### src/rtl/malc_map.svh
// Address map, field positions, reset values and fixed figures of the access/lock block.
`ifndef MALC_MAP_SVH
`define MALC_MAP_SVH
// ---------------------------------------------------------------
// Data space map
// ---------------------------------------------------------------
`define MALC_FLASH_LDST_BASE 16'h8000
`define MALC_PMLOAD_BASE 16'h0000
`define MALC_IO_SHORT_LAST 16'h003F
`define MALC_IO_EXT_FIRST 16'h0040
`define MALC_IO_EXT_LAST 16'h0FFF
`define MALC_BIT_IO_LAST 16'h001F
// ---------------------------------------------------------------
// General purpose store registers
// ---------------------------------------------------------------
`define MALC_GPS_BASE 16'h001C
`define MALC_GPS_OFS0 16'h0000
`define MALC_GPS_OFS1 16'h0001
`define MALC_GPS_OFS2 16'h0002
`define MALC_GPS_OFS3 16'h0003
`define MALC_GPS_RESET 8'h00
// ---------------------------------------------------------------
// Fuses, signature page, blocked answers
// ---------------------------------------------------------------
`define MALC_FUSE_LOCK_IDX 4'hA
`define MALC_FUSE_ERASED 8'hFF
`define MALC_USER_ERASED 8'hFF
`define MALC_SIG_BYTES 3
`define MALC_SIB_BYTES 4
`define MALC_BLOCKED_DATA 8'hFF
`define MALC_READ_LATENCY 2
`endif

### src/rtl/malc_pkg.sv
// Types shared by the access/lock block: spaces, operations, requests and memory port.
package malc_pkg;
  typedef enum logic [2:0] {
    SP_DATA = 3'b000,
    SP_SIG  = 3'b001,
    SP_FUSE = 3'b010,
    SP_USER = 3'b011,
    SP_SIB  = 3'b100
  } malc_space_e;

  typedef enum logic [2:0] {
    OP_NORMAL = 3'b000,
    OP_PMLOAD = 3'b001,
    OP_IO_SHORT = 3'b010,
    OP_BIT_SET = 3'b011,
    OP_BIT_CLR = 3'b100
  } malc_op_e;

  typedef enum logic [2:0] {
    SRC_NONE = 3'b000,
    SRC_MEM = 3'b001,
    SRC_GPS = 3'b010,
    SRC_FUSE = 3'b011,
    SRC_SIG = 3'b100,
    SRC_USER = 3'b101,
    SRC_SIB = 3'b110,
    SRC_BLOCK = 3'b111
  } malc_src_e;

  typedef enum logic [1:0] {
    ST_LOAD = 2'b00,
    ST_RUN = 2'b01
  } malc_state_e;

  typedef struct packed {
    logic rd;
    logic wr;
    malc_space_e space;
    malc_op_e op;
    logic [15:0] addr;
    logic [7:0] wdata;
  } malc_req_s;

  typedef struct packed {
    logic en;
    logic we;
    logic flash;
    logic bit_op;
    logic bit_val;
    logic [15:0] addr;
    logic [7:0] wdata;
  } malc_mem_s;

  typedef struct packed {
    malc_src_e src;
    logic [15:0] addr;
    logic flash;
  } malc_route_s;
endpackage

### src/rtl/malc_top.sv
// Memory access and lock control: CPU and debug port routing, fuses, lock and stores.
`timescale 1ns/1ps
`default_nettype none
`include "malc_map.svh"
// Summary of operation
// Flash is delivered as 16-bit words to instruction fetch.
// Program counter is 11 bits wide, covering the whole program memory.
// Flash at 0x8000 for normal loads/stores, 0x0000 for program-memory loads.
// EEPROM is read and written one byte at a time.
// Full erase leaves the user configuration page unchanged.
// Three identification bytes live in a separate signature space.
// Locked debug port may only reach the system information block; the code also passes its user page writes and full erase.
// Short I/O form reaches addresses 0x00 to 0x3F only.
// Extended I/O 0x0040 to 0x0FFF only through general loads and stores.
// Bit set/clear on 0x00-0x1F changes just the addressed bit.
// Software writes reserved bits as zero and avoids reserved addresses.
// Four byte stores from 0x1C, each resetting to 0x00.
// Lock blocks debug reads; CPU accesses keep working.
// Any lock key value other than the valid key means locked.
// Locked debug reads complete without error but return invalid data.
// Locked debug may write, but not read, the user configuration page.
// Only a full erase unlocks, and it destroys application data.
// Both sides read fuses; only the debug port programs them.
// Fuse values are copied to target registers at end of start-up.
// Changed fuses take effect only after the next reset.
// Host writes reserved fuse bits as one.
// User page is byte-wide, CPU always, debug reads while unlocked and writes always.
// Signature writes ignored from both sides; CPU fuse writes ignored.
module malc_top
  import malc_pkg::*;
#(
  parameter int PC_W = 11,
  parameter int NUM_FUSES = 11,
  parameter int USER_BYTES = 32,
  parameter logic [7:0] LOCK_KEY = 8'hC5,
  parameter logic [23:0] SIG_VALUE = 24'h5A0102, // Arbitrary value.
  parameter logic [31:0] SIB_VALUE = 32'h00A1B2C3 // Arbitrary value.
)(
  input wire logic mclk,
  input wire logic rst_b,
  input wire logic por_b,
  input wire malc_req_s cpu_req,
  output logic cpu_ready,
  output logic cpu_rvalid,
  output logic [7:0] cpu_rdata,
  input wire malc_req_s dbg_req,
  output logic dbg_ready,
  output logic dbg_rvalid,
  output logic [7:0] dbg_rdata,
  input wire logic dbg_erase,
  input wire logic fetch_en,
  input wire logic [PC_W-1:0] fetch_pc,
  output logic [PC_W-1:0] fetch_addr,
  input wire logic [15:0] fetch_word_in,
  output logic fetch_valid,
  output logic [15:0] fetch_word,
  output malc_mem_s mem_req,
  input wire logic [7:0] mem_rdata,
  output logic mem_erase,
  output logic [NUM_FUSES-1:0][7:0] cfg_out,
  output logic locked,
  output logic started
);
  localparam int FW = $clog2(NUM_FUSES);
  localparam int UW = $clog2(USER_BYTES);

  // ---------------------------------------------------------------
  // Elaboration checks
  // ---------------------------------------------------------------
  if (PC_W < 1 || PC_W > 15) begin : g_bad_pc
    $error("PC_W must lie in 1..15");
  end
  if (NUM_FUSES <= `MALC_FUSE_LOCK_IDX || NUM_FUSES > 16) begin : g_bad_fuse
    $error("NUM_FUSES must hold the lock field and be at most 16");
  end
  if (USER_BYTES < 2 || (1 << UW) != USER_BYTES) begin : g_bad_user
    $error("USER_BYTES must be a power of two");
  end

  // ---------------------------------------------------------------
  // Declarations
  // ---------------------------------------------------------------
  malc_state_e state_reg;
  logic [FW-1:0] load_idx_reg;
  logic [NUM_FUSES-1:0][7:0] fuse_reg;
  logic [USER_BYTES-1:0][7:0] user_reg;
  logic [3:0][7:0] gps_val;
  logic locked_reg;
  logic cpu_act, dbg_act, act_go, act_dbg, erase_go;
  malc_req_s act_req;
  malc_route_s rt;
  logic [7:0] int_data;
  logic gps_wr, gps_bit, fuse_wr, user_wr;
  logic p1_valid, p1_dbg;
  malc_src_e p1_src;
  logic [7:0] p1_data;

  // ---------------------------------------------------------------
  // Routing function
  // ---------------------------------------------------------------
  // Decides where one access goes; writes are screened separately, so a refused
  // CPU fuse or signature write is still routed to its source and simply disappears.
  function automatic malc_route_s route(input malc_req_s r, input logic from_dbg,
                                        input logic lck);
    malc_route_s o;
    malc_op_e op;
    o = '{src: SRC_NONE, addr: r.addr, flash: 1'b0};
    op = from_dbg ? OP_NORMAL : r.op;
    case (r.space)
      SP_SIB: o.src = from_dbg ? SRC_SIB : SRC_NONE;
      SP_SIG: o.src = (r.addr < 16'(`MALC_SIG_BYTES)) ? SRC_SIG : SRC_NONE;
      SP_FUSE: o.src = (r.addr < 16'(NUM_FUSES)) ? SRC_FUSE : SRC_NONE;
      SP_USER: o.src = (r.addr < 16'(USER_BYTES)) ? SRC_USER : SRC_NONE;
      SP_DATA: begin
        case (op)
          // Program-memory load base.
          OP_PMLOAD: begin
            o.src = SRC_MEM;
            o.flash = 1'b1;
            o.addr = r.addr - `MALC_PMLOAD_BASE;
          end
          // Short I/O range only.
          OP_IO_SHORT: begin
            if (r.addr <= `MALC_IO_SHORT_LAST) begin
              // Only 0x1C..0x1F are stores; the rest of the short range is ordinary I/O.
              o.src = (r.addr >= `MALC_GPS_BASE && r.addr <= `MALC_BIT_IO_LAST) ? SRC_GPS : SRC_MEM;
            end
          end
          OP_BIT_SET, OP_BIT_CLR: begin
            if (r.addr <= `MALC_BIT_IO_LAST) begin
              o.src = (r.addr >= `MALC_GPS_BASE) ? SRC_GPS : SRC_MEM;
            end
          end
          // Load/store flash window.
          // Extended I/O passes through.
          OP_NORMAL: begin
            if (r.addr >= `MALC_FLASH_LDST_BASE) begin
              o.src = SRC_MEM;
              o.flash = 1'b1;
              o.addr = r.addr - `MALC_FLASH_LDST_BASE;
            end else if (r.addr >= `MALC_GPS_BASE && r.addr <= `MALC_BIT_IO_LAST) begin
              o.src = SRC_GPS;
            end else begin
              o.src = SRC_MEM;
            end
          end
          default: o.src = SRC_NONE;
        endcase
      end
      default: o.src = SRC_NONE;
    endcase
    // Locked debug: info block only.
    // User page writes still pass.
    if (from_dbg && lck && r.space != SP_SIB && !(r.space == SP_USER && r.wr)) begin
      o.src = r.rd ? SRC_BLOCK : SRC_NONE;
    end
    return o;
  endfunction

  // ---------------------------------------------------------------
  // Arbitration
  // ---------------------------------------------------------------
  // The CPU always wins the shared path; the debug port waits one cycle at
  // a time, which keeps the running application free of extra stalls.
  always_comb begin
    cpu_act = cpu_req.rd | cpu_req.wr;
    dbg_act = dbg_req.rd | dbg_req.wr;
    cpu_ready = started;
    dbg_ready = started & ~cpu_act;
    act_dbg = ~cpu_act;
    act_req = cpu_act ? cpu_req : dbg_req;
    act_go = started & (cpu_act | dbg_act);
    erase_go = started & dbg_erase;
    // CPU route ignores lock.
    rt = route(act_req, act_dbg, locked_reg);
  end

  // ---------------------------------------------------------------
  // Write screening
  // ---------------------------------------------------------------
  always_comb begin
    gps_bit = act_go & ~act_dbg & act_req.wr & rt.src == SRC_GPS &
              (act_req.op == OP_BIT_SET || act_req.op == OP_BIT_CLR);
    gps_wr = act_go & act_req.wr & rt.src == SRC_GPS & ~gps_bit;
    // Fuse writes from debug only.
    // CPU fuse writes dropped.
    fuse_wr = act_go & act_dbg & act_req.wr & rt.src == SRC_FUSE;
    // User page byte writes.
    user_wr = act_go & act_req.wr & rt.src == SRC_USER;
  end

  // ---------------------------------------------------------------
  // Memory port
  // ---------------------------------------------------------------
  // Byte-wide memory port.
  // Bit op sent as one bit.
  always_comb begin
    mem_req = '0;
    mem_req.en = act_go & rt.src == SRC_MEM;
    mem_req.we = act_req.wr & ~act_req.rd;
    mem_req.flash = rt.flash;
    mem_req.bit_op = ~act_dbg & (act_req.op == OP_BIT_SET || act_req.op == OP_BIT_CLR);
    mem_req.bit_val = act_req.op == OP_BIT_SET;
    mem_req.addr = rt.addr;
    mem_req.wdata = act_req.wdata;
  end

  malc_gp_store #(
    .NUM(4)
  ) u_gps (
    .mclk(mclk),
    .rst_b(rst_b),
    .wr_en(gps_wr),
    .bit_en(gps_bit),
    .bit_val(act_req.op == OP_BIT_SET),
    .idx(act_req.addr[1:0]),
    .bit_idx(act_req.wdata[2:0]),
    .wdata(act_req.wdata),
    .val(gps_val)
  );

  // ---------------------------------------------------------------
  // Nonvolatile fuses and user page
  // ---------------------------------------------------------------
  // These model nonvolatile cells, so only power-on clears them; a system
  // reset must not wipe programmed values.
  // Erase restores the key.
  always_ff @(posedge mclk) begin
    if (!por_b) begin
      for (int i = 0; i < NUM_FUSES; i++) begin
        fuse_reg[i] <= `MALC_FUSE_ERASED;
      end
      fuse_reg[`MALC_FUSE_LOCK_IDX] <= LOCK_KEY;
    end else if (erase_go) begin
      fuse_reg[`MALC_FUSE_LOCK_IDX] <= LOCK_KEY;
    end else if (fuse_wr) begin
      fuse_reg[act_req.addr[FW-1:0]] <= act_req.wdata;
    end
  end

  // Erase leaves page alone.
  always_ff @(posedge mclk) begin
    if (!por_b) begin
      user_reg <= {USER_BYTES{`MALC_USER_ERASED}};
    end else if (user_wr) begin
      user_reg[act_req.addr[UW-1:0]] <= act_req.wdata;
    end
  end

  // ---------------------------------------------------------------
  // Start-up load and lock state
  // ---------------------------------------------------------------
  // Copy fuses at start-up.
  // Targets only load here.
  always_ff @(posedge mclk) begin
    if (!rst_b) begin
      state_reg <= ST_LOAD;
      load_idx_reg <= '0;
      cfg_out <= '0;
    end else begin
      case (state_reg)
        ST_LOAD: begin
          cfg_out[load_idx_reg] <= fuse_reg[load_idx_reg];
          load_idx_reg <= load_idx_reg + 1'b1;
          if (load_idx_reg == FW'(NUM_FUSES - 1)) begin
            state_reg <= ST_RUN;
          end
        end
        ST_RUN: state_reg <= ST_RUN;
        default: state_reg <= ST_LOAD;
      endcase
    end
  end

  // Locked is assumed until the lock field is read, so nothing leaks early.
  // Any non-key value locks.
  always_ff @(posedge mclk) begin
    if (!rst_b) begin
      locked_reg <= 1'b1;
    end else if (erase_go) begin
      locked_reg <= 1'b0;
    end else if (state_reg == ST_LOAD && load_idx_reg == FW'(NUM_FUSES - 1)) begin
      locked_reg <= fuse_reg[`MALC_FUSE_LOCK_IDX] != LOCK_KEY;
    end
  end

  // Erase clears application data.
  always_ff @(posedge mclk) begin
    if (!rst_b) begin
      mem_erase <= 1'b0;
    end else begin
      mem_erase <= erase_go;
    end
  end

  assign locked = locked_reg;
  assign started = state_reg == ST_RUN;

  // ---------------------------------------------------------------
  // Read data and answer pipeline
  // ---------------------------------------------------------------
  // Separate signature space.
  // Blocked reads give junk.
  always_comb begin
    case (rt.src)
      SRC_GPS: int_data = gps_val[act_req.addr[1:0]];
      SRC_FUSE: int_data = fuse_reg[act_req.addr[FW-1:0]];
      SRC_SIG: int_data = SIG_VALUE[8*(2-act_req.addr[1:0]) +: 8];
      SRC_USER: int_data = user_reg[act_req.addr[UW-1:0]];
      SRC_SIB: int_data = SIB_VALUE[8*act_req.addr[1:0] +: 8];
      SRC_BLOCK: int_data = `MALC_BLOCKED_DATA;
      default: int_data = 8'h00;
    endcase
  end

  always_ff @(posedge mclk) begin
    if (!rst_b) begin
      p1_valid <= 1'b0;
      p1_dbg <= 1'b0;
      p1_src <= SRC_NONE;
      p1_data <= 8'h00;
    end else begin
      p1_valid <= act_go & act_req.rd;
      p1_dbg <= act_dbg;
      p1_src <= rt.src;
      p1_data <= int_data;
    end
  end

  // Memory data arrives one cycle after the request, so it is merged here.
  always_ff @(posedge mclk) begin
    if (!rst_b) begin
      cpu_rvalid <= 1'b0;
      cpu_rdata <= 8'h00;
      dbg_rvalid <= 1'b0;
      dbg_rdata <= 8'h00;
    end else begin
      cpu_rvalid <= p1_valid & ~p1_dbg;
      dbg_rvalid <= p1_valid & p1_dbg;
      if (p1_valid & ~p1_dbg) begin
        cpu_rdata <= (p1_src == SRC_MEM) ? mem_rdata : p1_data;
      end
      if (p1_valid & p1_dbg) begin
        dbg_rdata <= (p1_src == SRC_MEM) ? mem_rdata : p1_data;
      end
    end
  end

  // ---------------------------------------------------------------
  // Instruction fetch
  // ---------------------------------------------------------------
  // Full-width fetch address.
  // One 16-bit word a fetch.
  assign fetch_addr = fetch_pc;
  always_ff @(posedge mclk) begin
    if (!rst_b) begin
      fetch_valid <= 1'b0;
      fetch_word <= 16'h0000;
    end else begin
      fetch_valid <= fetch_en & started;
      if (fetch_en & started) begin
        fetch_word <= fetch_word_in;
      end
    end
  end
endmodule
`default_nettype wire

### src/rtl/malc_gp_store.sv
// Four bit-addressable general purpose store registers.
`timescale 1ns/1ps
`default_nettype none
`include "malc_map.svh"
module malc_gp_store
  import malc_pkg::*;
#(
  parameter int NUM = 4
)(
  input wire logic mclk,
  input wire logic rst_b,
  input wire logic wr_en,
  input wire logic bit_en,
  input wire logic bit_val,
  input wire logic [1:0] idx,
  input wire logic [2:0] bit_idx,
  input wire logic [7:0] wdata,
  output logic [NUM-1:0][7:0] val
);
  if (NUM != 4) begin : g_bad_num
    $error("malc_gp_store serves exactly four registers");
  end

  // ---------------------------------------------------------------
  // Storage
  // ---------------------------------------------------------------
  // Reset to zero, byte writes.
  // Bit ops touch one bit.
  always_ff @(posedge mclk) begin
    if (!rst_b) begin
      val <= {NUM{`MALC_GPS_RESET}};
    end else if (bit_en) begin
      val[idx][bit_idx] <= bit_val; // Neighbouring bits keep their value.
    end else if (wr_en) begin
      val[idx] <= wdata;
    end
  end
endmodule
`default_nettype wire

### config.mk
export PLATFORM = sky130hd
export DESIGN_NAME = malc_top
export DESIGN_NICKNAME = d
export VERILOG_FILES = /design/src/rtl/malc_pkg.sv /design/src/rtl/malc_top.sv /design/src/rtl/malc_gp_store.sv
export VERILOG_INCLUDE_DIRS = /design/src /design/src/rtl
export SDC_FILE = /design/constraint.sdc
export NUM_CORES = 1
export LEC_CHECK = 0
export ABC_AREA = 1
export CORE_MARGIN = 2
export CORE_UTILIZATION = 64
export DETAILED_ROUTE_END_ITERATION = 12
export DONT_BUFFER_PORTS = 1
export PLACE_DENSITY_LB_ADDON = 0.1
export SLEW_MARGIN = 5
export SYNTH_ARGS = -nofsm -noshare
export SYNTH_HDL_FRONTEND = slang
export SYNTH_SLANG_ARGS = --single-unit
### constraint.sdc
create_clock -name mclk -period 4.4 [get_ports mclk]
set_input_delay 0 -clock mclk [delete_from_list [all_inputs] [get_ports mclk]]
set_output_delay 0 -clock mclk [all_outputs]
set_load 0.02 [all_outputs]
# == After elaboration in Yosys (flattened, before gate mapping) ==
# Index checks and enable logic that the tools add are counted.
# totals
input_bits,104
regBits,520
elab_cells,219
out_inout_bits,168
# classes
reduce_logical,21
bitwise,30
addsub,3
shift,2
magnitude_cmp,17
n_eq_ne,23
mux,51
# ops
cell,count
bitwise mux 256 bit,1
bitwise mux 88 bit,2
2-to-1 mux 32 bit,3
2-to-1 mux 8 bit,10
binary-select mux 8 bit (select 4 bit),2
bitwise mux 32 bit,2
demux 8 bit (select 4 bit),2
case mux 8 bit (6 select lines),1
binary-select mux 8 bit (select 5 bit),1
demux 8 bit (select 5 bit),1
2-to-1 mux 17 bit,2
case mux 17 bit (2 select lines),1
"variable part select 24 x 33 -> 8 bit, first input constant",1
demux 8 bit (select 2 bit),2
"variable part select 32 x 6 -> 8 bit, first input constant",1
2-to-1 mux 3 bit,8
bitwise AND 1 bit,21
"equality test 3 x 2 -> 1 bit, second input constant",7
"equality test 3 bit, second input constant",7
binary-select mux 8 bit (select 2 bit),1
">= comparator 16 bit, second input constant",1
">= comparator 16 x 5 -> 1 bit, second input constant",1
"<= comparator 16 x 5 -> 1 bit, second input constant",1
"<= comparator 16 x 6 -> 1 bit, second input constant",1
other kinds (36),67

# == Longest topological paths before layout ==
# logic_depth
ltp_word,16
depth_mapped,25

# == By module ==
# A second synthesis with hierarchy kept.
# unflattened
hier_cells,3850
area_unflattened_um2,25688.4
# by_module_without_submodules
module,n_inst,area_per_inst_um2,cells_per_inst,seq_area_each_um2
malc_top,1,23663.9,3486,9749.4
malc_gp_store,1,2024.4,364,640.6

# == Least setup slack after synthesis ==
# OpenSTA, ideal clock, no wires.
# synth_path
path_kind,input to register
from,input port cpu_req[30] (netlist name)
to,register fuse_reg[21] (netlist name)
arrival_ps,3597
setup_time_ps,146
path_slack_ps,658
path_buffers,8
cell_stages,23
path_cell_list,nor2_4 -> buf_6 -> buf_2 -> nand2_1 -> nand2_1 -> clkbuf_1 -> clkbuf_1 -> clkbuf_1 -> ha_1 -> buf_2 -> nor3_1 -> nand3_1 -> o21ai_2 -> nand2_2 -> nand2_2 -> inv_2 -> nand3_2 -> nor2_2 -> buf_6 -> nand3_4 -> buf_4 -> nand2_1 -> o211ai_2
# synth_via
elab_chain_len,12
elab_cells_between_ends,55
# synth_rtl
item,line,rtl
start: declaration,malc_top.sv:42,"input wire malc_req_s cpu_req,"
bitwise OR 1 bit,malc_top.sv:166,cpu_act = cpu_req.rd | cpu_req.wr;
2-to-1 mux 32 bit,malc_top.sv:171,act_req = cpu_act ? cpu_req : dbg_req;
>= comparator 16 x 5 -> 1 bit (no source line) or <= comparator 16 x 5 -> 1 bit (tied branches),-,
logical AND 1 bit (no source line),-,
2-to-1 mux 2 bit,"malc_top.sv:126, malc_top.sv:141",
2-to-1 mux 3 bit (on tied branches),"malc_top.sv:137, malc_top.sv:124",
case mux 3 bit (4 select lines),malc_top.sv:115,case (op)
case mux 3 bit (5 select lines),malc_top.sv:109,case (r.space)
2-to-1 mux 3 bit,malc_top.sv:154,if (from_dbg && lck && r.space != SP_SIB && !(r.space == SP_USER && r.wr)) begin
equality test 3 x 2 -> 1 bit,malc_top.sv:187,fuse_wr = act_go & act_dbg & act_req.wr & rt.src == SRC_FUSE;
bitwise AND 1 bit,malc_top.sv:187,
AND reduction 2 bit (no source line),-,
end signal: indexed assignment,malc_top.sv:231,fuse_reg[i] <= `MALC_FUSE_ERASED;
end signal: indexed assignment,malc_top.sv:237,fuse_reg[act_req.addr[FW-1:0]] <= act_req.wdata;
end: declaration,malc_top.sv:85,logic [NUM_FUSES-1:0][7:0] fuse_reg;
# Several ways; a longest one is shown, not always the timed one.
# A chain may end at the register's enable or synchronous reset.

# == Final worst setup path ==
# layout_path
from,input port cpu_req[31] (netlist name)
to,register user_reg[248] (netlist name)
# layout_via
elab_chain_len,11
elab_cells_between_ends,53
# layout_rtl
item,line,rtl
bitwise OR 1 bit,malc_top.sv:166,
2-to-1 mux 32 bit,malc_top.sv:171,
>= comparator 16 x 5 -> 1 bit (no source line) or <= comparator 16 x 5 -> 1 bit (tied branches),-,
logical AND 1 bit (no source line),-,
2-to-1 mux 2 bit,"malc_top.sv:126, malc_top.sv:141",
2-to-1 mux 3 bit (on tied branches),"malc_top.sv:137, malc_top.sv:124",
case mux 3 bit (4 select lines),malc_top.sv:115,
case mux 3 bit (5 select lines),malc_top.sv:109,
2-to-1 mux 3 bit,malc_top.sv:154,
equality test 3 bit,malc_top.sv:189,user_wr = act_go & act_req.wr & rt.src == SRC_USER;
bitwise AND 1 bit,malc_top.sv:189,
end signal: assignment,malc_top.sv:244,user_reg <= {USER_BYTES{`MALC_USER_ERASED}};
end signal: indexed assignment,malc_top.sv:246,user_reg[act_req.addr[UW-1:0]] <= act_req.wdata;
end: declaration,malc_top.sv:86,logic [USER_BYTES-1:0][7:0] user_reg;
# Several ways; a longest one is shown, not always the timed one.

==> impl_metrics.tcl <==
set metrics [dict create \
    floorplan.die.width_um 208.9 \
    max_freq_mhz 240.1 \
    max-vdd-ir-drop_v 0.0003602 \
    first_pass_iters 6 \
    finalWeightedCongestion 0.9443 \
    r2r_worst_path_depth 11 \
    global_route.overflow_total 0 \
    synthTopCellsByCount "sky130_fd_sc_hd__nand2_1, sky130_fd_sc_hd__dfxtp_1, sky130_fd_sc_hd__nor2_1" \
    cap_viol_max_count 0 \
    worst_hold_path.num_cells 2 \
    path_delay_family "simple AND/OR/NAND/NOR gates" \
    synthesis.instances 3531 \
    groute.layer.met3.usage_pct 7.800 \
    die_h_um 208.9 \
    drive_above_1_share_pct 14.24 \
    worstPathRequired_ns 4.88 \
    cpMostUsedCell "sky130_fd_sc_hd__nand2_1" \
    root_cell_of_the_clock_tree "sky130_fd_sc_hd__clkbuf_16" \
    synth-seq-area-share_pct 38.66 \
    yosysUniqueCellTypes 48 \
    critical_path.endpoint_type "register" \
    syn_nets 3645 \
    yosysMostFrequentCell "sky130_fd_sc_hd__nand2_1" \
    total_wire_length_um 85940 \
    reg2reg_setup_slack_ns 0.97 \
    cts.clk_slew.worst_paths_ns 0.06 \
    holdCritPathClass "input port to register" \
    timing.critical_path.fanout_max 36 \
    yosysWarnings 0 \
    number_of_synthesized_flops_with_an_enable_pin 0 \
    layout.nets 3671 \
    fill_cells 3149 \
    insertedDiodeCount 0 \
    violations_in_the_final_reports "hold timing" \
    final_util_pct 73.70 \
    timing.final.hold_violations 10 \
    start_kind "input port" \
    antenna_violations_before_repair 1 \
    cts-buffers-inserted 53 \
    fin_hold_ws_ns -0.02510 \
    worst-slew-pin-transition_ns 1.299 \
    synth_async_reset_ratio_pct 0 \
    holdCritStartpoint "por_b" \
    htreeDepth 2 \
    synth_top_area_cells "sky130_fd_sc_hd__dfxtp_1, sky130_fd_sc_hd__nand2_1, sky130_fd_sc_hd__o211ai_2" \
    dpl-instance-area_um2 26510 \
    routedWlPerCell_um 20.78 \
    ys.flop_type "sky130_fd_sc_hd__dfxtp_1" \
    placeableCoreArea_um2 41670 \
    via_per_inst 6.219 \
    vias_in_the_first_global_route 24776 \
    grt.met1_usage_pct 49.90 \
    global_route.peak_usage_layer "met2" \
    run_status "finished, violations left" \
    top_level_ports 272 \
    worst-endpoint-arrival_ns 4.64 \
    area.growth.synth_to_final_pct 14.27 \
    timing.final.crit_period_ns 4.165 \
    worst-path-buf-inv 4 \
    critPathSlowestCell "sky130_fd_sc_hd__dlygate4sd3_1" \
    fin_skew_ns 0.02517 \
    power.leakage_nw 14.96 \
    timing_max_transition_violations_final 0 \
    flip_flop_count_of_the_largest_register_all_copies_and_words_added 256 \
    min_delay_worst_endpoint "user_reg[172]" \
    cts_num_sinks 519 \
    vias 25716 \
    grt_start_max_net_pins 183 \
    post_synth_instance_area_um2 26870 \
    starting_density_of_the_core_pct 64.50 \
    setup_violations 0 \
    cts_tree "done" \
    crit-reg2reg-capture "user_reg[248]" \
    global_route.usage.total_pct 38.21 \
    sequential_area_um2 10390 \
    io_buffers 0 \
    synth_area_per_cell_um2 7.611 \
    hpwl_after_detailed_placement_um 49800 \
    layout.cell_area.non_filler_um2 30710 \
    number_of_buffers_between_clock_root_and_the_deepest_sink 3 \
    yosys_register_bits 519 \
    power-per-cell-area_nw_per_um2 354.7 \
    max_stage_delay_ns 0.65 \
    die-area_um2 43650 \
    multi_input_area_um2 14160 \
    synthDominantAreaCellType "sky130_fd_sc_hd__dfxtp_1" \
    grt_first_pass_wirelength_um 134800 \
    core.rowCount 75 \
    drtAntennaViolNets 0 \
    yosys.area.top_type_share_pct 38.66 \
    worstSetupPathType "input port to register" \
    grtUsageMet2_pct 61.39 \
    crit_chain "dlygate4sd3_1 > nor2_4 > nand2_1 > o21ai_4 > ha_1 > o21ai_0 > nand3_1 > nor2_1 > nor2_1 > nand2_1 > nand2_1 > nand2_2 > inv_2 > nand3_2 > nor2_8 > buf_12 > nand4_4 > nand2_1 > o211ai_2 > dlygate4sd3_1" \
    fin_crit_sh_pct 94.65 \
    post-route-drc-count 0 \
    slew_hr_pct 12.91 \
    rr_startpoint "locked" \
    initialDrtViolationCount 2706 \
    insertion_delay_ns 0.61 \
]
[cell families (layout without fill, tap and decap cells)]
kind of cell               Yosys count  count (layout)  share of synthesized area, %
and+or+nand+nor                   1555            1556                         25.84
AOI/OAI and AO/OA                  893             893                         25.54
buffers and inverters              546             610                         9.154
DFF                                519             519                         38.66
adders and majority gates           10              10                        0.4656
muxes                                8               8                        0.3352
[report_power, final]
part	switching, mW	internal [mW]	leakage, nW
Combinational	1.09	0.319	9.90
Clock	1.94	2.71	0.859
Sequential	0.0911	4.75	4.20
Total	3.11	7.78	15.0
[per-layer routing]
| layer | vias up | share of wire (%) |
|---|---|---|
| met1 | 12106 | 40 |
| met2 | 1436 | 46 |
| met5 | - | 0.015 |
| met4 | 2 | 4.1 |
| met3 | 288 | 10 |
| li1 | 11884 | - |
[per-stage QoR]
| step | TNS, ns | worst slack (ns) | std cells | total power, mW | hold slack, ns |
|---|---|---|---|---|---|
| after floorplan | 0 | 0.6579 | 3531 | 5.871 | 0.1126 |
| after global placement | 0 | 0.9367 | 3802 | 6.186 | 0.0001367 |
| after detailed placement | 0 | 0.7191 | 3802 | 6.196 | 0.0001367 |
| after CTS | 0 | 0.2573 | 4134 | 10.85 | 0.0001367 |
| after global routing | -0.003008 | -0.003008 | 4135 | 11.17 | 0.00003450 |
| final | 0 | 0.2353 | 4135 | 10.89 | -0.02510 |
[what timing repair did]
item / 4_1_cts / 5_1_grt
buffers inserted: 0 / 0
hold endpoints to repair: 501 / 0
hold buffers: 238 / 0
setup endpoints to repair: 0 / 117
resized for setup: 0 / 1
[layout by cell type, fill, tap and decap left out, types with 5 or more instances in the layout]
cell                            instances
sky130_fd_sc_hd__o21ai_4                9
sky130_fd_sc_hd__inv_2                  7
sky130_fd_sc_hd__clkbuf_8               8
sky130_fd_sc_hd__nand4_1               35
sky130_fd_sc_hd__nand3_4               10
sky130_fd_sc_hd__o21ai_0              278
sky130_fd_sc_hd__dlygate4sd3_1        236
sky130_fd_sc_hd__buf_12                 5
sky130_fd_sc_hd__nand2_1              934
sky130_fd_sc_hd__a31oi_1                9
sky130_fd_sc_hd__nand4_2                6
sky130_fd_sc_hd__nand3_1              171
sky130_fd_sc_hd__o21bai_1              14
sky130_fd_sc_hd__o21ai_1                6
sky130_fd_sc_hd__nor2_2                 5
sky130_fd_sc_hd__clkinv_2               6
sky130_fd_sc_hd__nor4_1                17
sky130_fd_sc_hd__buf_4                 46
sky130_fd_sc_hd__bufinv_16              5
sky130_fd_sc_hd__o211ai_1              81
sky130_fd_sc_hd__mux2_2                 8
sky130_fd_sc_hd__a21oi_1              193
sky130_fd_sc_hd__o22ai_1                8
sky130_fd_sc_hd__o211ai_2             275
sky130_fd_sc_hd__dfxtp_1              519
sky130_fd_sc_hd__nand2_2                6
sky130_fd_sc_hd__and3_1                 5
sky130_fd_sc_hd__ha_1                  10
sky130_fd_sc_hd__nand4_4               26
sky130_fd_sc_hd__nor3_1                 9
sky130_fd_sc_hd__nor2_1               312
sky130_fd_sc_hd__clkbuf_1              14
sky130_fd_sc_hd__clkbuf_16             55
sky130_fd_sc_hd__clkinv_1               5
sky130_fd_sc_hd__or2_2                 11
sky130_fd_sc_hd__inv_1                214
[cell type report]
cell class,instances,area share [%]
Multi-Input combinational cell,2467,46.10
Sequential cell,519,33.83
Timing Repair Buffer,289,9.322
Clock buffer,77,5.012
Inverter,227,2.791
Tap cell,539,2.196
Clock inverter,17,0.7456
[worst max-delay path by stage]
stage | startpoint | to | slack [ns] | depth (start not counted)
6_report | cpu_req[31] | user_reg[248] | 0.24 | 20
5_1_grt | cpu_req[31] | user_reg[202] | -0.003 | 20
4_1_cts | cpu_req[31] | user_reg[192] | 0.26 | 20
3_5_place_dp | cpu_req[30] | fuse_reg[83] | 0.72 | 18
3_3_place_gp | cpu_req[30] | fuse_reg[85] | 0.94 | 18
2_1_floorplan | cpu_req[30] | fuse_reg[21] | 0.66 | 23
Power figures use the tool's default switching activity.
